==> config.mk <==
export PLATFORM = sky130hd
export DESIGN_NAME = starter_io_function_mapper
export DESIGN_NICKNAME = d
export VERILOG_FILES = /design/src/hw/io_map_pkg.sv /design/src/hw/starter_io_function_mapper.sv
export SDC_FILE = /design/constraint.sdc
export NUM_CORES = 1
export LEC_CHECK = 0
export BUFFER_PORTS_ARGS = -buffer_cell sky130_fd_sc_hd__buf_2
export CORE_MARGIN = 3
export CORE_UTILIZATION = 59
export CTS_CLUSTER_SIZE = 25
export DETAILED_ROUTE_END_ITERATION = 10
export GPL_TIMING_DRIVEN = 0
export PLACE_DENSITY = 0.79
export SYNTH_ARGS = -nofsm -noshare
export SYNTH_HDL_FRONTEND = slang
export SYNTH_SLANG_ARGS = --single-unit
==> constraint.sdc <==
create_clock -name clk -period 2.8 [get_ports clk]
set_input_delay 0.28 -clock clk [delete_from_list [all_inputs] [get_ports clk]]
set_output_delay 0.28 -clock clk [all_outputs]
set_load 0.02 [all_outputs]
==> src/hw/io_map_pkg.sv <==
package io_map_pkg;

    // Input function selector codes
    typedef enum logic [4:0] {
        IN_OFF, IN_STOP, IN_FAULT_ON_HIGH, IN_FAULT_ON_LOW, IN_FAULT_CLEAR,
        IN_ISOLATOR_MONITOR, IN_LINE_CONTACTOR_CONFIRM, IN_BYPASS_CONFIRM,
        IN_OVERLOAD_CONTENT_CLEAR, IN_SOURCE_SELECT, IN_HEAT_INHIBIT, IN_HEAT_PERMIT,
        IN_SECOND_RAMP_SELECT, IN_SLOW_FWD, IN_SLOW_REV, IN_BRAKE_INHIBIT, IN_BRAKE_PERMIT,
        IN_RUN_PERMIT, IN_RUN_INHIBIT
    } in_func_t;

    // Relay function selector codes
    typedef enum logic [4:0] {
        RL_OFF, RL_FAULT_FAILSAFE, RL_FAULT_NONFAILSAFE, RL_RUNNING, RL_AT_SPEED, RL_ALARM,
        RL_READY, RL_LOCKED_OUT, RL_OVERCURRENT, RL_UNDERCURRENT, RL_OL_ALARM,
        RL_SHUNT_FAILSAFE, RL_SHUNT_NONFAILSAFE, RL_GROUND_FAULT, RL_ENERGY_SAVER,
        RL_HEATING, RL_SLOW_SPEED, RL_SLOW_FWD, RL_SLOW_REV, RL_FAN, RL_BRAKING
    } relay_func_t;

    // Starter state flags shown on relays
    typedef struct packed {
        logic faulted;
        logic running;
        logic at_speed;
        logic alarm;
        logic ready;
        logic locked_out;
        logic overcurrent;
        logic undercurrent;
        logic ol_alarm;
        logic shunt_trip;
        logic ground_fault;
        logic energy_saver;
        logic heating;
        logic slow_speed;
        logic slow_fwd;
        logic slow_rev;
        logic fan;
        logic braking;
    } starter_state_t;

    // Function requests derived from the logic inputs
    typedef struct packed {
        logic stop;
        logic fault_clear;
        logic isolator_ok;
        logic line_contactor_ok;
        logic bypass_ok;
        logic overload_clear;
        logic remote_source;
        logic heat_inhibit;
        logic heat_permit;
        logic second_ramp;
        logic slow_fwd;
        logic slow_rev;
        logic brake_inhibit;
        logic brake_permit;
        logic run_allow;
    } input_req_t;

    localparam int NUM_IN = 3;
    localparam int NUM_RELAY = 3;
    localparam int CLK_HZ = 25_000_000;
    // Delay setting is in tenths of a second
    localparam int DELAY_UNIT_MS = 100;
    localparam int TENTH_CYCLES = CLK_HZ / 1000 * DELAY_UNIT_MS;
    localparam logic [9:0] DELAY_MIN = 10'h001;
    localparam logic [9:0] DELAY_MAX = 10'h384;
    localparam logic [9:0] DELAY_RST = 10'h001;
    localparam in_func_t IN0_RST = IN_STOP;
    localparam in_func_t IN12_RST = IN_OFF;
    localparam relay_func_t RL0_RST = RL_FAULT_FAILSAFE;
    localparam relay_func_t RL12_RST = RL_OFF;

endpackage

==> src/hw/starter_io_function_mapper.sv <==
// Overview of operation
// - Three logic inputs, each with its own function selector.
// - Selector off means the input has no effect; default for inputs two, three.
// - Stop function is the three-wire stop command; default for input one.
// - fault_on_high trips when asserted, fault_on_low trips when deasserted.
// - Trip only after fault level held for fault_input_delay, 0.1 to 90.0 s.
// - The trip delay applies only to the two fault functions.
// - fault_clear_input resets the starter fault while asserted.
// - overload_content_clear resets overload content when asserted after overload trip.
// - source_select picks local when low, remote when high.
// - Heater inhibit or permit disables or enables heating while asserted.
// - second_ramp_select enables second acceleration ramp while asserted.
// - Slow-speed forward or reverse inputs select that slow-speed mode.
// - Brake inhibit or permit disables or enables DC injection braking.
// - run_permit high runs, low stops; run_inhibit is the reverse.
// - Inputs may monitor isolator, line contactor and bypass feedback.
// - Three relays; defaults fault_failsafe, off, off; off relays follow external drive.
// - fault_failsafe energized when healthy; fault_nonfailsafe energized only when faulted.
// - Relays show running, at_speed, alarm, ready and locked out.
// - Relays show overcurrent, undercurrent and overload alarms.
// - Shunt relay fail-safe energized unless shunt fault; non-fail-safe only on it.
// - Relays show ground fault, energy saver, heating, slow speed, fan, braking.
// - During controlled fault stop all relays but at_speed hold their state.
`timescale 1ns/100ps

module starter_io_function_mapper (
    input wire logic clk,
    input wire logic rst_b,
    input wire logic [io_map_pkg::NUM_IN-1:0] din,
    input wire io_map_pkg::in_func_t in_func [io_map_pkg::NUM_IN],
    input wire logic cfg_load,
    input wire logic [9:0] fault_input_delay,
    input wire io_map_pkg::relay_func_t relay_func [io_map_pkg::NUM_RELAY],
    input wire logic [io_map_pkg::NUM_RELAY-1:0] relay_manual,
    input wire io_map_pkg::starter_state_t starter_state,
    input wire logic overload_tripped,
    input wire logic ctrl_fault_stop,
    output io_map_pkg::input_req_t req,
    output logic input_trip,
    output logic [io_map_pkg::NUM_RELAY-1:0] relay_out
);
    import io_map_pkg::*;

    localparam int TCW = $clog2(TENTH_CYCLES);

    logic [NUM_IN-1:0] din_s1_r;
    logic [NUM_IN-1:0] din_s2_r;
    in_func_t func_r [NUM_IN];
    relay_func_t rfunc_r [NUM_RELAY];
    logic [9:0] delay_r;
    logic [TCW-1:0] tick_cnt_r;
    logic tick;
    logic [9:0] hold_cnt_r [NUM_IN];
    logic [NUM_IN-1:0] at_level;
    logic [NUM_IN-1:0] trip_hit;
    input_req_t req_nxt;
    logic [NUM_RELAY-1:0] relay_nxt;

    // Two-stage input synchroniser
    always_ff @(posedge clk or negedge rst_b) begin
        if (!rst_b) begin
            din_s1_r <= '0;
            din_s2_r <= '0;
        end else begin
            din_s1_r <= din;
            din_s2_r <= din_s1_r;
        end
    end

    // Selector and delay configuration, delay clamped to legal range
    always_ff @(posedge clk or negedge rst_b) begin
        if (!rst_b) begin
            func_r[0] <= IN0_RST;
            func_r[1] <= IN12_RST;
            func_r[2] <= IN12_RST;
            rfunc_r[0] <= RL0_RST;
            rfunc_r[1] <= RL12_RST;
            rfunc_r[2] <= RL12_RST;
            delay_r <= DELAY_RST;
        end else if (cfg_load) begin
            func_r <= in_func;
            rfunc_r <= relay_func;
            if (fault_input_delay < DELAY_MIN) begin
                delay_r <= DELAY_MIN;
            end else if (fault_input_delay > DELAY_MAX) begin
                delay_r <= DELAY_MAX;
            end else begin
                delay_r <= fault_input_delay;
            end
        end
    end

    // Tenth-second tick divider
    always_ff @(posedge clk or negedge rst_b) begin
        if (!rst_b) begin
            tick_cnt_r <= '0;
        end else if (tick) begin
            tick_cnt_r <= '0;
        end else begin
            tick_cnt_r <= tick_cnt_r + 1'b1;
        end
    end
    assign tick = (tick_cnt_r == TCW'(TENTH_CYCLES - 1));

    // Fault level detect per input
    always_comb begin
        for (int i = 0; i < NUM_IN; i++) begin
            at_level[i] = ((func_r[i] == IN_FAULT_ON_HIGH) && din_s2_r[i]) ||
                          ((func_r[i] == IN_FAULT_ON_LOW) && !din_s2_r[i]);
            // One extra tick absorbs the free-running divider phase
            trip_hit[i] = at_level[i] && (hold_cnt_r[i] > delay_r);
        end
    end

    // Hold timers restart whenever the fault level is left
    always_ff @(posedge clk or negedge rst_b) begin
        if (!rst_b) begin
            for (int i = 0; i < NUM_IN; i++) begin
                hold_cnt_r[i] <= '0;
            end
        end else begin
            for (int i = 0; i < NUM_IN; i++) begin
                if (!at_level[i]) begin
                    hold_cnt_r[i] <= '0;
                end else if (tick && hold_cnt_r[i] <= delay_r) begin
                    hold_cnt_r[i] <= hold_cnt_r[i] + 10'h001;
                end
            end
        end
    end

    // Trip output
    always_ff @(posedge clk or negedge rst_b) begin
        if (!rst_b) begin
            input_trip <= 1'b0;
        end else begin
            input_trip <= |trip_hit;
        end
    end

    // Function requests from the mapped inputs
    always_comb begin
        req_nxt = '0;
        req_nxt.isolator_ok = 1'b1;
        req_nxt.line_contactor_ok = 1'b1;
        req_nxt.bypass_ok = 1'b1;
        req_nxt.run_allow = 1'b1;
        for (int i = 0; i < NUM_IN; i++) begin
            case (func_r[i])
                IN_OFF: begin
                end
                IN_STOP: req_nxt.stop = req_nxt.stop | !din_s2_r[i];
                IN_FAULT_CLEAR: req_nxt.fault_clear = req_nxt.fault_clear | din_s2_r[i];
                IN_ISOLATOR_MONITOR: req_nxt.isolator_ok = din_s2_r[i];
                IN_LINE_CONTACTOR_CONFIRM: req_nxt.line_contactor_ok = din_s2_r[i];
                IN_BYPASS_CONFIRM: req_nxt.bypass_ok = din_s2_r[i];
                IN_OVERLOAD_CONTENT_CLEAR: req_nxt.overload_clear = req_nxt.overload_clear |
                    (din_s2_r[i] & overload_tripped);
                IN_SOURCE_SELECT: req_nxt.remote_source = din_s2_r[i];
                IN_HEAT_INHIBIT: req_nxt.heat_inhibit = req_nxt.heat_inhibit | din_s2_r[i];
                IN_HEAT_PERMIT: req_nxt.heat_permit = req_nxt.heat_permit | din_s2_r[i];
                IN_SECOND_RAMP_SELECT: req_nxt.second_ramp = req_nxt.second_ramp | din_s2_r[i];
                IN_SLOW_FWD: req_nxt.slow_fwd = req_nxt.slow_fwd | din_s2_r[i];
                IN_SLOW_REV: req_nxt.slow_rev = req_nxt.slow_rev | din_s2_r[i];
                IN_BRAKE_INHIBIT: req_nxt.brake_inhibit = req_nxt.brake_inhibit | din_s2_r[i];
                IN_BRAKE_PERMIT: req_nxt.brake_permit = req_nxt.brake_permit | din_s2_r[i];
                IN_RUN_PERMIT: req_nxt.run_allow = req_nxt.run_allow & din_s2_r[i];
                IN_RUN_INHIBIT: req_nxt.run_allow = req_nxt.run_allow & !din_s2_r[i];
                default: begin
                end
            endcase
        end
    end

    // Registered requests
    always_ff @(posedge clk or negedge rst_b) begin
        if (!rst_b) begin
            req <= '0;
        end else begin
            req <= req_nxt;
        end
    end

    // Relay state selection
    always_comb begin
        for (int r = 0; r < NUM_RELAY; r++) begin
            case (rfunc_r[r])
                RL_OFF: relay_nxt[r] = relay_manual[r];
                RL_FAULT_FAILSAFE: relay_nxt[r] = !starter_state.faulted;
                RL_FAULT_NONFAILSAFE: relay_nxt[r] = starter_state.faulted;
                RL_RUNNING: relay_nxt[r] = starter_state.running;
                RL_AT_SPEED: relay_nxt[r] = starter_state.at_speed;
                RL_ALARM: relay_nxt[r] = starter_state.alarm;
                RL_READY: relay_nxt[r] = starter_state.ready;
                RL_LOCKED_OUT: relay_nxt[r] = starter_state.locked_out;
                RL_OVERCURRENT: relay_nxt[r] = starter_state.overcurrent;
                RL_UNDERCURRENT: relay_nxt[r] = starter_state.undercurrent;
                RL_OL_ALARM: relay_nxt[r] = starter_state.ol_alarm;
                RL_SHUNT_FAILSAFE: relay_nxt[r] = !starter_state.shunt_trip;
                RL_SHUNT_NONFAILSAFE: relay_nxt[r] = starter_state.shunt_trip;
                RL_GROUND_FAULT: relay_nxt[r] = starter_state.ground_fault;
                RL_ENERGY_SAVER: relay_nxt[r] = starter_state.energy_saver;
                RL_HEATING: relay_nxt[r] = starter_state.heating;
                RL_SLOW_SPEED: relay_nxt[r] = starter_state.slow_speed;
                RL_SLOW_FWD: relay_nxt[r] = starter_state.slow_fwd;
                RL_SLOW_REV: relay_nxt[r] = starter_state.slow_rev;
                RL_FAN: relay_nxt[r] = starter_state.fan;
                RL_BRAKING: relay_nxt[r] = starter_state.braking;
                default: relay_nxt[r] = 1'b0;
            endcase
        end
    end

    // Relay outputs, frozen except at_speed during controlled stop
    always_ff @(posedge clk or negedge rst_b) begin
        if (!rst_b) begin
            relay_out <= '0;
        end else begin
            for (int r = 0; r < NUM_RELAY; r++) begin
                if (!ctrl_fault_stop || rfunc_r[r] == RL_AT_SPEED) begin
                    relay_out[r] <= relay_nxt[r];
                end
            end
        end
    end

    // Checks
    property p_hold_relay;
        @(posedge clk) disable iff (!rst_b)
        (ctrl_fault_stop && rfunc_r[0] != RL_AT_SPEED) |=> $stable(relay_out[0]);
    endproperty
    a_hold_relay: assert property (p_hold_relay) else $error("relay changed during controlled stop");

    property p_failsafe;
        @(posedge clk) disable iff (!rst_b)
        (!ctrl_fault_stop && rfunc_r[1] == RL_FAULT_FAILSAFE) |=> (relay_out[1] == !$past(starter_state.faulted));
    endproperty
    a_failsafe: assert property (p_failsafe) else $error("failsafe relay wrong");

    property p_shunt_nfs;
        @(posedge clk) disable iff (!rst_b)
        (!ctrl_fault_stop && rfunc_r[0] == RL_SHUNT_NONFAILSAFE) |=> (relay_out[0] == $past(starter_state.shunt_trip));
    endproperty
    a_shunt_nfs: assert property (p_shunt_nfs) else $error("shunt relay wrong");

    property p_no_early_trip;
        @(posedge clk) disable iff (!rst_b)
        (input_trip) |-> $past(hold_cnt_r[0] > delay_r || hold_cnt_r[1] > delay_r || hold_cnt_r[2] > delay_r);
    endproperty
    a_no_early_trip: assert property (p_no_early_trip) else $error("trip before delay");

    property p_restart;
        @(posedge clk) disable iff (!rst_b)
        (!at_level[0]) |=> (hold_cnt_r[0] == 10'h000);
    endproperty
    a_restart: assert property (p_restart) else $error("timer not restarted");

    property p_off_only_fault;
        @(posedge clk) disable iff (!rst_b)
        (func_r[0] != IN_FAULT_ON_HIGH && func_r[0] != IN_FAULT_ON_LOW) |-> !at_level[0];
    endproperty
    a_off_only_fault: assert property (p_off_only_fault) else $error("delay used by other function");

    property p_source;
        @(posedge clk) disable iff (!rst_b)
        (func_r[0] == IN_SOURCE_SELECT && func_r[1] != IN_SOURCE_SELECT && func_r[2] != IN_SOURCE_SELECT)
            |=> (req.remote_source == $past(din_s2_r[0]));
    endproperty
    a_source: assert property (p_source) else $error("source select wrong");

    property p_run_inhibit;
        @(posedge clk) disable iff (!rst_b)
        (func_r[0] == IN_RUN_INHIBIT && din_s2_r[0]) |=> !req.run_allow;
    endproperty
    a_run_inhibit: assert property (p_run_inhibit) else $error("run inhibit ignored");

    property p_stop;
        @(posedge clk) disable iff (!rst_b)
        (func_r[0] == IN_STOP) |=> (req.stop || $past(din_s2_r[0]));
    endproperty
    a_stop: assert property (p_stop) else $error("stop input ignored");

    property p_fault_clear;
        @(posedge clk) disable iff (!rst_b)
        (func_r[0] == IN_FAULT_CLEAR) |=> (req.fault_clear || !$past(din_s2_r[0]));
    endproperty
    a_fault_clear: assert property (p_fault_clear) else $error("fault clear ignored");

    property p_heat_permit;
        @(posedge clk) disable iff (!rst_b)
        (func_r[0] == IN_HEAT_PERMIT) |=> (req.heat_permit || !$past(din_s2_r[0]));
    endproperty
    a_heat_permit: assert property (p_heat_permit) else $error("heat permit ignored");

    property p_second_ramp;
        @(posedge clk) disable iff (!rst_b)
        (func_r[0] == IN_SECOND_RAMP_SELECT) |=> (req.second_ramp || !$past(din_s2_r[0]));
    endproperty
    a_second_ramp: assert property (p_second_ramp) else $error("second ramp ignored");

    property p_slow_fwd;
        @(posedge clk) disable iff (!rst_b)
        (func_r[0] == IN_SLOW_FWD) |=> (req.slow_fwd || !$past(din_s2_r[0]));
    endproperty
    a_slow_fwd: assert property (p_slow_fwd) else $error("slow forward ignored");

    property p_brake_permit;
        @(posedge clk) disable iff (!rst_b)
        (func_r[0] == IN_BRAKE_PERMIT) |=> (req.brake_permit || !$past(din_s2_r[0]));
    endproperty
    a_brake_permit: assert property (p_brake_permit) else $error("brake permit ignored");

    property p_run_permit;
        @(posedge clk) disable iff (!rst_b)
        (func_r[0] == IN_RUN_PERMIT) |=> (!req.run_allow || $past(din_s2_r[0]));
    endproperty
    a_run_permit: assert property (p_run_permit) else $error("run permit ignored");

    property p_isolator;
        @(posedge clk) disable iff (!rst_b)
        (func_r[2] == IN_ISOLATOR_MONITOR) |=> (req.isolator_ok == $past(din_s2_r[2]));
    endproperty
    a_isolator: assert property (p_isolator) else $error("isolator monitor wrong");

    property p_ol_clear;
        @(posedge clk) disable iff (!rst_b)
        (!overload_tripped) |=> !req.overload_clear;
    endproperty
    a_ol_clear: assert property (p_ol_clear) else $error("overload clear without trip");

    property p_fault_low;
        @(posedge clk) disable iff (!rst_b)
        (func_r[0] == IN_FAULT_ON_LOW) |-> (at_level[0] == !din_s2_r[0]);
    endproperty
    a_fault_low: assert property (p_fault_low) else $error("fault low level wrong");

    property p_braking;
        @(posedge clk) disable iff (!rst_b)
        (!ctrl_fault_stop && rfunc_r[2] == RL_BRAKING) |=> (relay_out[2] == $past(starter_state.braking));
    endproperty
    a_braking: assert property (p_braking) else $error("braking relay wrong");

    property p_at_speed;
        @(posedge clk) disable iff (!rst_b)
        (rfunc_r[1] == RL_AT_SPEED) |=> (relay_out[1] == $past(starter_state.at_speed));
    endproperty
    a_at_speed: assert property (p_at_speed) else $error("at speed relay wrong");

    property p_manual;
        @(posedge clk) disable iff (!rst_b)
        (!ctrl_fault_stop && rfunc_r[0] == RL_OFF) |=> (relay_out[0] == $past(relay_manual[0]));
    endproperty
    a_manual: assert property (p_manual) else $error("manual relay wrong");

    property p_delay_range;
        @(posedge clk) disable iff (!rst_b)
        (delay_r >= DELAY_MIN) && (delay_r <= DELAY_MAX);
    endproperty
    a_delay_range: assert property (p_delay_range) else $error("trip delay out of range");

endmodule // starter_io_function_mapper

## After elaboration in Yosys (flattened, before gate mapping)

Index checks and enable logic that the tools add are counted.

- Bits in registers: 117
- Input bits: 69
- Output and inout port bits: 19
- Word-level logic and storage cells: 274

- Add/subtract/negate cells: 4
- Magnitude comparators: 8
- Equality and inequality tests: 118
- Mux-type cells: 57
- Bitwise operators: 27
- Reduce and logical (&&, ||, !) cells: 28

Operators with widths:

| cell | count |
|---|---|
| == test 5 x 4 -> 1 bit, second input constant | 48 |
| == test 5 x 3 -> 1 bit, second input constant | 24 |
| == test 5 bit, second input constant | 24 |
| 2-to-1 mux 10 bit | 8 |
| case mux 1 bit (21 select lines) | 3 |
| == test 5 x 2 -> 1 bit, second input constant | 12 |
| 2-to-1 mux 1 bit | 42 |
| adder 10 x 1 -> 10 bit, second input constant | 3 |
| == test 5 x 1 -> 1 bit, second input constant | 6 |
| greater-than comparator 10 bit | 3 |
| less-or-equal comparator 10 bit | 3 |
| adder 22 x 1 -> 22 bit, second input constant | 1 |
| == test 22 bit, second input constant | 1 |
| 2-to-1 mux 22 bit | 1 |
| bitwise OR 1 bit | 20 |
| logical NOT 5 bit | 3 |
| logical AND 1 bit | 12 |
| greater-than comparator 10 bit, second input constant | 1 |
| < comparator 10 x 1 -> 1 bit, second input constant | 1 |
| bitwise AND 1 bit | 7 |
| logical NOT 1 bit | 6 |
| logical OR 1 bit | 6 |
| != test 2 x 1 -> 1 bit, second input constant | 3 |
| case mux 1 bit (2 select lines) | 3 |
| OR reduction 3 bit | 1 |

## Logic depth before layout (Yosys ltp)

Gate-level depths: netlist (run 1).

- Depth after elaboration: 6
- Depth in mapped cells: 9
- Gate-level depth less buffers: 8

## Worst setup path before layout (run 1)

Ideal clock, no wire load.

- Path type: register to register
- Start point: register delay_r[3]
- End point: register hold_cnt_r[9] (netlist bit)
- Setup time: 0.066 ns
- Data arrival time: 2.240 ns
- Data required time: 2.734 ns
- Setup slack: 0.494 ns
- Stages on the path, launching flop included: 9
- Buffers on the path: 0
- Clock period less this slack: 2.306 ns
- Cells stage by stage: dfrtp_1 -> inv_1 -> ha_1 -> a21o_1 -> a21o_1 -> a2111oi_4 -> o21ai_2 -> or4_1 -> nand2_1

- Cells in the longest elaborated chain, start to end: 3

RTL lines:

| element | line | source |
|---|---|---|
| start, declared | starter_io_function_mapper.sv:50 | `logic [9:0] delay_r;` |
| start signal, assigned | starter_io_function_mapper.sv:88 | `delay_r <= fault_input_delay;` |
| less-or-equal comparator 10 bit | starter_io_function_mapper.sv:125 | `end else if (tick && hold_cnt_r[i] <= delay_r) begin` |
| logical AND 1 bit | starter_io_function_mapper.sv:125 |  |
| != test 2 x 1 -> 1 bit (no source line) | n/a |  |
| end signal, assigned by index | starter_io_function_mapper.sv:126 | `hold_cnt_r[i] <= hold_cnt_r[i] + 10'h001;` |
| end, declared | starter_io_function_mapper.sv:53 | `logic [9:0] hold_cnt_r [NUM_IN];` |

No other way between the ends.
A chain may end at the register's enable or synchronous reset.

## Final worst setup path (run 1)

- Start point: register delay_r[3]
- End point: register hold_cnt_r[27] (netlist bit)

The elaborated chain is that of the path after synthesis.

==> flow_metrics.env, run 1 <==
export IMPL_status="finished, final reports clean"
export IMPL_clk_latency_ps=420
export IMPL_routed_via_density=6.15
export IMPL_area_delta_synth_final_pct=17.9
export IMPL_rsz0062_at_grt="false"
export IMPL_endpoint_kind="flop"
export IMPL_syn_area_um2=7010
export IMPL_dp_hpwl_mm=12.6
export IMPL_cts_made_buffers=17
export IMPL_io_pins=88
export IMPL_hold_violations=0
export IMPL_avgSynthCellArea_um2=9.48
export IMPL_layout_drive_gt1_share_pct=19.5
export IMPL_yosysTopAreaCellShare_pct=40.7
export IMPL_setup_slack_ps=182
export IMPL_antenna_cells=0
export IMPL_leakagePower_nw=3.69
export IMPL_yosysWarnings=0
export IMPL_crit_path_start_kind="flop"
export IMPL_finalWirelength_mm=17.3
export IMPL_num_vias=6170
export IMPL_synth_common_cells="114 x dfrtp_1, 67 x nand2_1, 66 x nor2_1"
export IMPL_synthesis_nets=843
export IMPL_die_x_um=115
export IMPL_hold_path_class="in -> reg"
export IMPL_finalSetupTns_ps=0
export IMPL_grt_use_total_pct=27.7
export IMPL_relSlewSlack_pct=39.7
export IMPL_worst_pin_slew_ps=905
export IMPL_grt_ovfl_total=0
export IMPL_synth_cell_types=68
export IMPL_antenna_found_initial=0
export IMPL_dpl_cell_count=969
export IMPL_synthTopCellsByArea="dfrtp_1 41%, ha_1 6.1%, mux2_2 5.0%, nand2_1 3.6%, nor2_1 3.5%"
export IMPL_synth_edf_count=0
export IMPL_io_buffers=85
export IMPL_peakVddDrop_mv=0.493
export IMPL_cts_tree="yes"
export IMPL_crit_type="reg -> reg"
export IMPL_clock_skew_ps=9.35
export IMPL_dieArea_um2=13200
export IMPL_rows=39
export IMPL_final_seq_area_um2=2930
export IMPL_ant_nets=0
export IMPL_dr_first_iter_drc_count=539
export IMPL_fin_crit_sh_pct=93.5
export IMPL_grt_pass1_vias=6203
export IMPL_drcViolationCount=0
export IMPL_hold_ws_ps=80.3
export IMPL_grt_pass1_wl_mm=29.5
export IMPL_first_pass_iters=5
export IMPL_fin_crit_ps=2620
export IMPL_synth_top_area_cell="dfrtp_1"
export IMPL_async_reset_ff_share_pct=100
export IMPL_critPathArrivalTime_ps=2950
export IMPL_worstPathRequired_ps=3130
export IMPL_final_max_slew_viol_count=0
export IMPL_wl_per_cell_um=17.2
export IMPL_grt_max_degree=77
export IMPL_cts_root_buf="clkbuf_16"
export IMPL_fp_dieH_um=115
export IMPL_synth_seq_cells=117
export IMPL_cts_max_level=4
export IMPL_layout_nets=952
export IMPL_multi_input_area_um2=3850
export IMPL_pre_cts_slack_ps=226
export IMPL_post_cts_buffers=0
export IMPL_stdcell_count=1004
export IMPL_power_density_nw_per_um2=560
export IMPL_clk_pin_slew_worst_paths_ps=50
export IMPL_clk_path_buf_depth=2
export IMPL_synth_most_common_cell="dfrtp_1"
export IMPL_clock_sinks=117
export IMPL_setup_violations=0
export IMPL_synthCells=740
export IMPL_cp_max_fo=7
export IMPL_yosys_most_used_dff="dfrtp_1"
export IMPL_fmax_mhz=382
export IMPL_finalWeightedCongestion=0.965
export IMPL_initial_core_util_pct=60.9
export IMPL_synth_seq_area_share_pct=41.8
export IMPL_fill_cells=860
export IMPL_maxCapViolations=0
export IMPL_fp_coreArea_um2=11500
## kinds of logic (layout without fill, tap and decap cells)
kind of cell / count (synthesis) / count (layout) / synth area share, %
multiplexers: 46 / 46 / 7.30
flip-flops: 117 / 117 / 41.8
AO/OA/AOI/OAI: 151 / 151 / 15.6
XOR/XNOR: 35 / 35 / 4.37
AND/OR/NAND/NOR: 296 / 296 / 21.6
adder cells (fa/ha/maj): 34 / 34 / 6.07
buffers and inverters: 61 / 182 / 3.34
## layout by cell type, fill, tap and decap left out, types with 17 or more instances in the layout
master / count
nor2_1: 66
ha_1: 34
nand2_1: 67
xor2_1: 18
buf_2: 88
nand4_1: 23
o21ai_0: 32
mux2_2: 31
a21oi_1: 30
nand3_1: 45
dfrtp_1: 114
clkbuf_16: 17
inv_1: 27
nor2b_1: 18
clkbuf_1: 32
xnor2_1: 17
## cell type report
type / count / share of cell area, %
clock buffers: 23 / 5.78
clock inverters: 8 / 1.21
multi-input cells: 562 / 46.5
well taps: 143 / 2.16
inverters: 27 / 1.23
plain buffers: 34 / 1.60
repair buffers: 90 / 5.99
flip-flops and latches: 117 / 35.5
## repair_timing
action / 4_1_cts / 5_1_grt
hold buffers: 4 / 0
setup endpoints to repair: 0 / 0
resized for setup: 0 / 0
endpoints found under the hold margin: 43 / 0
## metrics by stage
step / util [%] / area (um2) / power [mW]
floorplan: - / 7010 / 2.28
global placement: 66.1 / 7620 / 2.50
detailed placement: 66.4 / 7650 / 2.52
CTS: 71.8 / 8270 / 4.64
global route: 71.8 / 8270 / 4.81
finish: 71.8 / 8270 / 4.62
## flip-flops by register name, summed over array words and instances, names as in the netlist
register    flops
hold_cnt_r     30
tick_cnt_r     22
func_r         15
req            15
rfunc_r        15
delay_r        10
din_s1_r        3
din_s2_r        3
relay_out       3
input_trip      1
## power breakdown
part / internal, mW / switching [mW] / total (mW)
Combinational: 0.261 / 0.402 / 0.663
Clock: 1.37 / 0.743 / 2.11
Sequential: 1.78 / 0.0691 / 1.85
Total: 3.41 / 1.21 / 4.62
## worst paths after layout
| check | endpoint | startpoint | slack [ps] | cells after the start |
|---|---|---|---|---|
| setup / recovery | hold_cnt_r[27]$_DFFE_PN0P_ | delay_r[3]$_DFFE_PN0P_ | 180 | 8 |
| min in group asynchronous | relay_out[1]$_DFFE_PN0P_ | rst_b | 400 | 2 |
| setup reg to reg | hold_cnt_r[27]$_DFFE_PN0P_ | delay_r[3]$_DFFE_PN0P_ | 180 | 8 |
| hold reg to reg | din_s2_r[0]$_DFF_PN0_ | din_s1_r[0]$_DFF_PN0_ | 350 | 0 |
| hold / removal | rfunc_r[9]$_DFFE_PN0P_ | relay_func[9] | 80 | 3 |
| max in group asynchronous | rfunc_r[10]$_DFFE_PN1P_ | rst_b | 1630 | 3 |
## per-layer routing
metal  share of wire (%)  vias to the layer above  GRT usage (%)
met5                   0                        -              0
met4                 2.7                        0           10.0
met3                 6.0                       49           5.89
met2                  47                      222           45.1
met1                  44                     2980           36.6
li1                    -                     2919              -
## critical path: stages (launching register included)
cell       delay (ps)
dfrtp_1           360
inv_1             160
ha_1              280
a21o_1            180
a21o_1            190
a2111oi_2         530
o21ai_2           180
or4_1             490
a21oi_1           160
No activity file was read; power rests on OpenSTA's default activity.
==> run 2, diff against run 1 <==
==> constraint.sdc (replaced) <==
create_clock -name clk -period 2.7 [get_ports clk]
set_input_delay 0.27 -clock clk [delete_from_list [all_inputs] [get_ports clk]]
set_output_delay 0.27 -clock clk [all_outputs]
set_load 0.02 [all_outputs]
==> flow_metrics.env, run 2 (synthesis results as in run 1) <==
export IMPL_status="finished, final reports clean"
export IMPL_io_buffers=85
export IMPL_crit_family="compound AO/OA/AOI/OAI gates"
export IMPL_worst_pin_slew_ps=905
export IMPL_first_pass_iters=5
export IMPL_antenna_cells=0
export IMPL_dpl_cell_area_um2=7650
export IMPL_design_area_um2=8280
export IMPL_maxCapViolations=0
export IMPL_layout_drive_gt1_share_pct=19.5
export IMPL_fin_crit_sh_pct=98.8
export IMPL_ant_nets=0
export IMPL_layout_nets=952
export IMPL_finalWeightedCongestion=0.965
export IMPL_dr_first_iter_drc_count=503
export IMPL_final_common_cell="dfrtp_1"
export IMPL_crit_type="reg -> reg"
export IMPL_peakVddDrop_mv=0.510
export IMPL_grt_pass1_wl_mm=29.5
export IMPL_clk_pin_slew_worst_paths_ps=50
export IMPL_pre_cts_slack_ps=126
export IMPL_grt_ovfl_total=0
export IMPL_clk_path_buf_depth=2
export IMPL_fp_coreArea_um2=11500
export IMPL_largest_register_ffs=30
export IMPL_final_max_slew_viol_count=0
export IMPL_top_register="hold_cnt_r"
export IMPL_leakagePower_nw=3.69
export IMPL_antenna_found_initial=0
export IMPL_cts_tree="yes"
export IMPL_grt_pass1_vias=6203
export IMPL_endpoint_kind="flop"
export IMPL_hold_path_class="in -> reg"
export IMPL_initial_core_util_pct=60.9
export IMPL_setup_violations=0
export IMPL_setup_slack_ps=32.5
export IMPL_finalWirelength_mm=17.4
export IMPL_worstPathRequired_ps=2980
export IMPL_routed_via_density=6.17
export IMPL_io_pins=88
export IMPL_crit_path_start_kind="flop"
export IMPL_hold_violations=0
export IMPL_fin_crit_ps=2670
export IMPL_grt_max_degree=77
export IMPL_fill_cells=861
export IMPL_dieArea_um2=13200
export IMPL_die_x_um=115
export IMPL_final_cell_mix="114 x dfrtp_1, 88 x buf_2, 67 x nand2_1, 66 x nor2_1, 45 x nand3_1"
export IMPL_p_sw_mw=1.25
export IMPL_fp_dieH_um=115
export IMPL_dp_hpwl_mm=12.6
export IMPL_grt_use_total_pct=27.7
export IMPL_clock_skew_ps=9.70
export IMPL_clk_latency_ps=420
export IMPL_cts_max_level=4
export IMPL_final_core_util_pct=71.9
export IMPL_pwr_share_seq_pct=40.0
export IMPL_slowest_stage="a211oi_1"
export IMPL_cp_max_fo=10
export IMPL_dpl_cell_count=969
export IMPL_critPathArrivalTime_ps=2950
export IMPL_cts_root_buf="clkbuf_16"
export IMPL_wl_per_cell_um=17.4
export IMPL_cts_made_buffers=17
export IMPL_cp_cell_sequence="ha_1 -> nand4_1 -> a211oi_1 -> a2111oi_4 -> o21ai_2 -> buf_2 -> mux2i_1 -> nor2_1"
export IMPL_relSlewSlack_pct=39.7
export IMPL_comb_power_share_pct=14.4
export IMPL_fmax_mhz=375
export IMPL_p_sw_share_pct=26.2
export IMPL_post_cts_buffers=0
export IMPL_num_vias=6193
export IMPL_rows=39
export IMPL_clock_sinks=117
export IMPL_drcViolationCount=0
export IMPL_largestRegisters="hold_cnt_r (30), tick_cnt_r (22)"
export IMPL_clkPwrFrac_pct=45.6
export IMPL_path_buf_inv=1
export IMPL_critPathMaxStageDelay_ps=560
export IMPL_area_delta_synth_final_pct=18.0
export IMPL_p_int_mw=3.54
export IMPL_stdcell_count=1004
export IMPL_power_density_nw_per_um2=579
run 2: layout make-up:
class	count	area, um2	share of cell area, %
plain buffers	34	133	1.60
clock buffers	23	478	5.77
clock inverters	8	100	1.21
flip-flops and latches	117	2930	35.4
inverters	27	101	1.22
multi-input cells	562	3860	46.6
repair buffers	90	495	5.99
well taps	143	179	2.16
run 2: power groups by stage:
stage               registers, mW  logic, mW  clock network, mW
floorplan                    1.95      0.417                  0
global placement             1.94      0.651                  0
detailed placement           1.94      0.674                  0
CTS                          1.91      0.684               2.21
global route                 1.93      0.769               2.29
finish                       1.92      0.691               2.18
run 2: metrics by stage:
step	setup TNS, ps	total power [mW]	hold slack (ps)
after global placement	0	2.59	335
after CTS	0	4.81	64.1
final	0	4.79	71.4
after global routing	-43.4	4.99	84.4
after detailed placement	0	2.62	295
after floorplan	0	2.37	-25.6
run 2: final timing paths:
kind,start,endpoint,depth (start not counted),slack (ps)
worst min-delay path,relay_func[9],rfunc_r[9]$_DFFE_PN0P_,3,70
worst max register to register,hold_cnt_r[25]$_DFFE_PN0P_,hold_cnt_r[21]$_DFFE_PN0P_,8,30
max in group asynchronous,rst_b,rfunc_r[10]$_DFFE_PN1P_,3,1540
min in group asynchronous,rst_b,relay_out[1]$_DFFE_PN0P_,2,390
worst max-delay path,hold_cnt_r[25]$_DFFE_PN0P_,hold_cnt_r[21]$_DFFE_PN0P_,8,30
worst min register to register,din_s1_r[0]$_DFF_PN0_,din_s2_r[0]$_DFF_PN0_,0,350
run 2: tightest hold or removal path, stage by stage:
cell and delay, ps:
buf_2 80, nand2_1 40, o21ai_0 60
run 2: what timing repair did:
| item | 4_1_cts | 5_1_grt |
|---|---|---|
| resized for setup | 0 | 1 |
| endpoints found under the setup margin | 0 | 3 |
| hold buffers | 4 | 0 |
| hold endpoints to repair | 43 | 0 |
run 2: routing by layer:
metal,vias up,track usage [%],share of wire [%]
li1,2923,-,-
met3,45,5.89,6.5
met2,246,45.1,48
met5,-,0,0
met4,0,10.0,2.6
met1,2979,36.6,43
==> run 3, diff against run 2 <==
--- a/config.mk
+++ b/config.mk
@@ -5,6 +5,7 @@
 export SDC_FILE = /design/constraint.sdc
 export NUM_CORES = 1
 export LEC_CHECK = 0
+export ABC_AREA = 1
 export BUFFER_PORTS_ARGS = -buffer_cell sky130_fd_sc_hd__buf_2
 export CORE_MARGIN = 3
 export CORE_UTILIZATION = 59
==> flow_metrics.env, run 3 <==
export IMPL_status="finished, final reports clean"
export IMPL_setup_violations=0
export IMPL_io_pins=88
export IMPL_worstPathRequired_ps=3010
export IMPL_grt_pass1_wl_mm=31.1
export IMPL_cts_max_level=4
export IMPL_layout_nets=1235
export IMPL_yosys_most_used_dff="dfrtp_1"
export IMPL_syn_area_um2=7410
export IMPL_die_x_um=118
export IMPL_pre_cts_slack_ps=818
export IMPL_crit_path_start_kind="flop"
export IMPL_first_pass_iters=5
export IMPL_fill_cells=1010
export IMPL_async_reset_ff_share_pct=100
export IMPL_num_vias=7015
export IMPL_post_cts_buffers=0
export IMPL_final_max_slew_viol_count=0
export IMPL_reg2reg_depth=11
export IMPL_synth_common_cells="271 x nand2_1, 134 x nor2_1, 126 x inv_1"
export IMPL_multi_input_area_um2=3890
export IMPL_dp_hpwl_mm=13.7
export IMPL_dr_first_iter_drc_count=565
export IMPL_setup_slack_ps=778
export IMPL_finalWeightedCongestion=0.950
export IMPL_dieArea_um2=13900
export IMPL_synth_cell_types=43
export IMPL_area_delta_synth_final_pct=17.2
export IMPL_critPathArrivalTime_ps=2230
export IMPL_fin_crit_sh_pct=71.2
export IMPL_crit_type="reg -> reg"
export IMPL_rows=40
export IMPL_rsz0062_at_grt="false"
export IMPL_clock_skew_ps=6.16
export IMPL_final_cell_mix="271 x nand2_1, 134 x nor2_1, 126 x inv_1, 114 x dfrtp_1, 88 x buf_2"
export IMPL_synth_seq_cells=117
export IMPL_hold_path_class="in -> reg"
export IMPL_wl_per_cell_um=14.1
export IMPL_synth_most_common_cell="nand2_1"
export IMPL_fin_crit_ps=1920
export IMPL_synth_edf_count=0
export IMPL_io_buffers=86
export IMPL_fp_dieH_um=118
export IMPL_final_seq_area_um2=2930
export IMPL_relSlewSlack_pct=41.0
export IMPL_power_density_nw_per_um2=532
export IMPL_maxCapViolations=0
export IMPL_largest_register_ffs=30
export IMPL_clock_sinks=117
export IMPL_grt_pass1_vias=6591
export IMPL_clk_latency_ps=420
export IMPL_top_register="hold_cnt_r"
export IMPL_avgSynthCellArea_um2=7.25
export IMPL_grt_max_degree=71
export IMPL_reg2reg_to="hold_cnt_r[6]$_DFFE_PN0P_"
export IMPL_clk_pin_slew_worst_paths_ps=60
export IMPL_endpoint_kind="flop"
export IMPL_final_common_cell="nand2_1"
export IMPL_hold_violations=0
export IMPL_synth_seq_area_share_pct=39.6
export IMPL_worstHoldStart="relay_func[13]"
export IMPL_peakVddDrop_mv=0.438
export IMPL_min_path_cells=3
export IMPL_cts_tree="yes"
export IMPL_yosysTopAreaCellShare_pct=38.5
export IMPL_synthCells=1022
export IMPL_grt_use_total_pct=27.6
export IMPL_cts_root_buf="clkbuf_16"
export IMPL_ant_nets=0
export IMPL_synthesis_nets=1125
export IMPL_largestRegisters="hold_cnt_r (30), tick_cnt_r (22)"
export IMPL_yosysWarnings=0
export IMPL_finalPower_mw=4.61
export IMPL_initial_core_util_pct=60.9
export IMPL_clk_path_buf_depth=2
export IMPL_fmax_mhz=520
export IMPL_synthTopCellsByArea="dfrtp_1 39%, nand2_1 14%, nor2_1 6.8%, inv_1 6.4%, nand3_1 5.9%"
export IMPL_synth_top_area_cell="dfrtp_1"
export IMPL_routed_via_density=5.34
export IMPL_worst_pin_slew_ps=878
export IMPL_drcViolationCount=0
export IMPL_layout_drive_gt1_share_pct=15.2
export IMPL_fp_coreArea_um2=12200
export IMPL_ff2ff_setup_slack_ps=780
export IMPL_crit_start="delay_r[9]$_DFFE_PN0P_"
export IMPL_cp_max_fo=10
export IMPL_cts_made_buffers=17
export IMPL_r2r_start="delay_r[9]$_DFFE_PN0P_"
export IMPL_finalWirelength_mm=18.6
export IMPL_leakagePower_nw=4.52
export IMPL_grt_ovfl_total=0
export IMPL_antenna_found_initial=0
export IMPL_min_to="rfunc_r[13]$_DFFE_PN0P_"
## run 3: report_power, final
part,internal [mW],switching [mW],total (mW),leakage [nW]
combinational,0.195,0.424,0.619,2.75
sequential,1.84,0.0729,1.92,1.50
clock,1.23,0.854,2.08,0.262
total,3.26,1.35,4.61,4.52
## run 3: worst max-delay path by stage
| stage | endpoint | slack (ps) | depth (start not counted) |
|---|---|---|---|
| finish | hold_cnt_r[6]$_DFFE_PN0P_ | 780 | 11 |
| global route | hold_cnt_r[6]$_DFFE_PN0P_ | 580 | 11 |
| CTS | hold_cnt_r[6]$_DFFE_PN0P_ | 800 | 10 |
| detailed placement | hold_cnt_r[6]$_DFFE_PN0P_ | 820 | 10 |
| global placement | hold_cnt_r[3]$_DFFE_PN0P_ | -70 | 1 |
| floorplan | hold_cnt_r[25]$_DFFE_PN0P_ | 1040 | 11 |
## run 3: area by class of cell
class                      instances  share of cell area [%]
antenna                            1                  0.0288
inverter                         131                    5.68
buffer                            16                    1.04
sequential                       117                    33.8
tap                              168                    2.42
timing repair buffer              91                    5.81
clock buffer                      19                    5.22
multi-input combinational        758                    44.8
clock inverter                    13                    1.17
## run 3: through the flow
| step | util [%] | instances | setup TNS (ps) | area, um2 | hold slack (ps) |
|---|---|---|---|---|---|
| 4_1_cts | 71.3 | 1313 | 0 | 8670 | 34.4 |
| 6_report | 71.3 | 1314 | 0 | 8680 | 46.1 |
| 3_5_place_dp | 66.4 | 1277 | 0 | 8080 | 236 |
| 5_1_grt | 71.3 | 1313 | 0 | 8670 | 41.9 |
| 3_3_place_gp | 66.2 | 1276 | -7060 | 8050 | 332 |
| 2_1_floorplan | - | 1022 | 0 | 7410 | -25.6 |
## run 3: cell families after synthesis
kind of cell / synth area share [%]
fa+ha+maj: 5.74
buf+inv: 7.87
xor+xnor: 2.84
simple gates: 34.3
compound gates: 9.70
flops: 39.6
## run 3: worst max-delay path: stages, from the launching register on
cell	delay [ps]
dfrtp_1	320
inv_1	100
ha_1	330
nand2_1	70
nor2_1	170
nand3_1	100
nor2_1	110
a21oi_1	70
nand2_1	90
nand2_1	240
nand2_1	130
nand2_1	70
## run 3: per-layer routing
metal,up-vias,wire [um],global-route usage (%)
li1,3553,-,-
met1,3238,8500,36.1
met2,186,8690,45.0
met3,38,869,5.96
met4,0,510,10.8
met5,-,0,0
## run 3: repair_timing
item / 4_1_cts / 5_1_grt
hold buffers: 4 / 0
hold endpoints to repair: 50 / 0
resized for setup: 0 / 0
endpoints found under the setup margin: 0 / 0
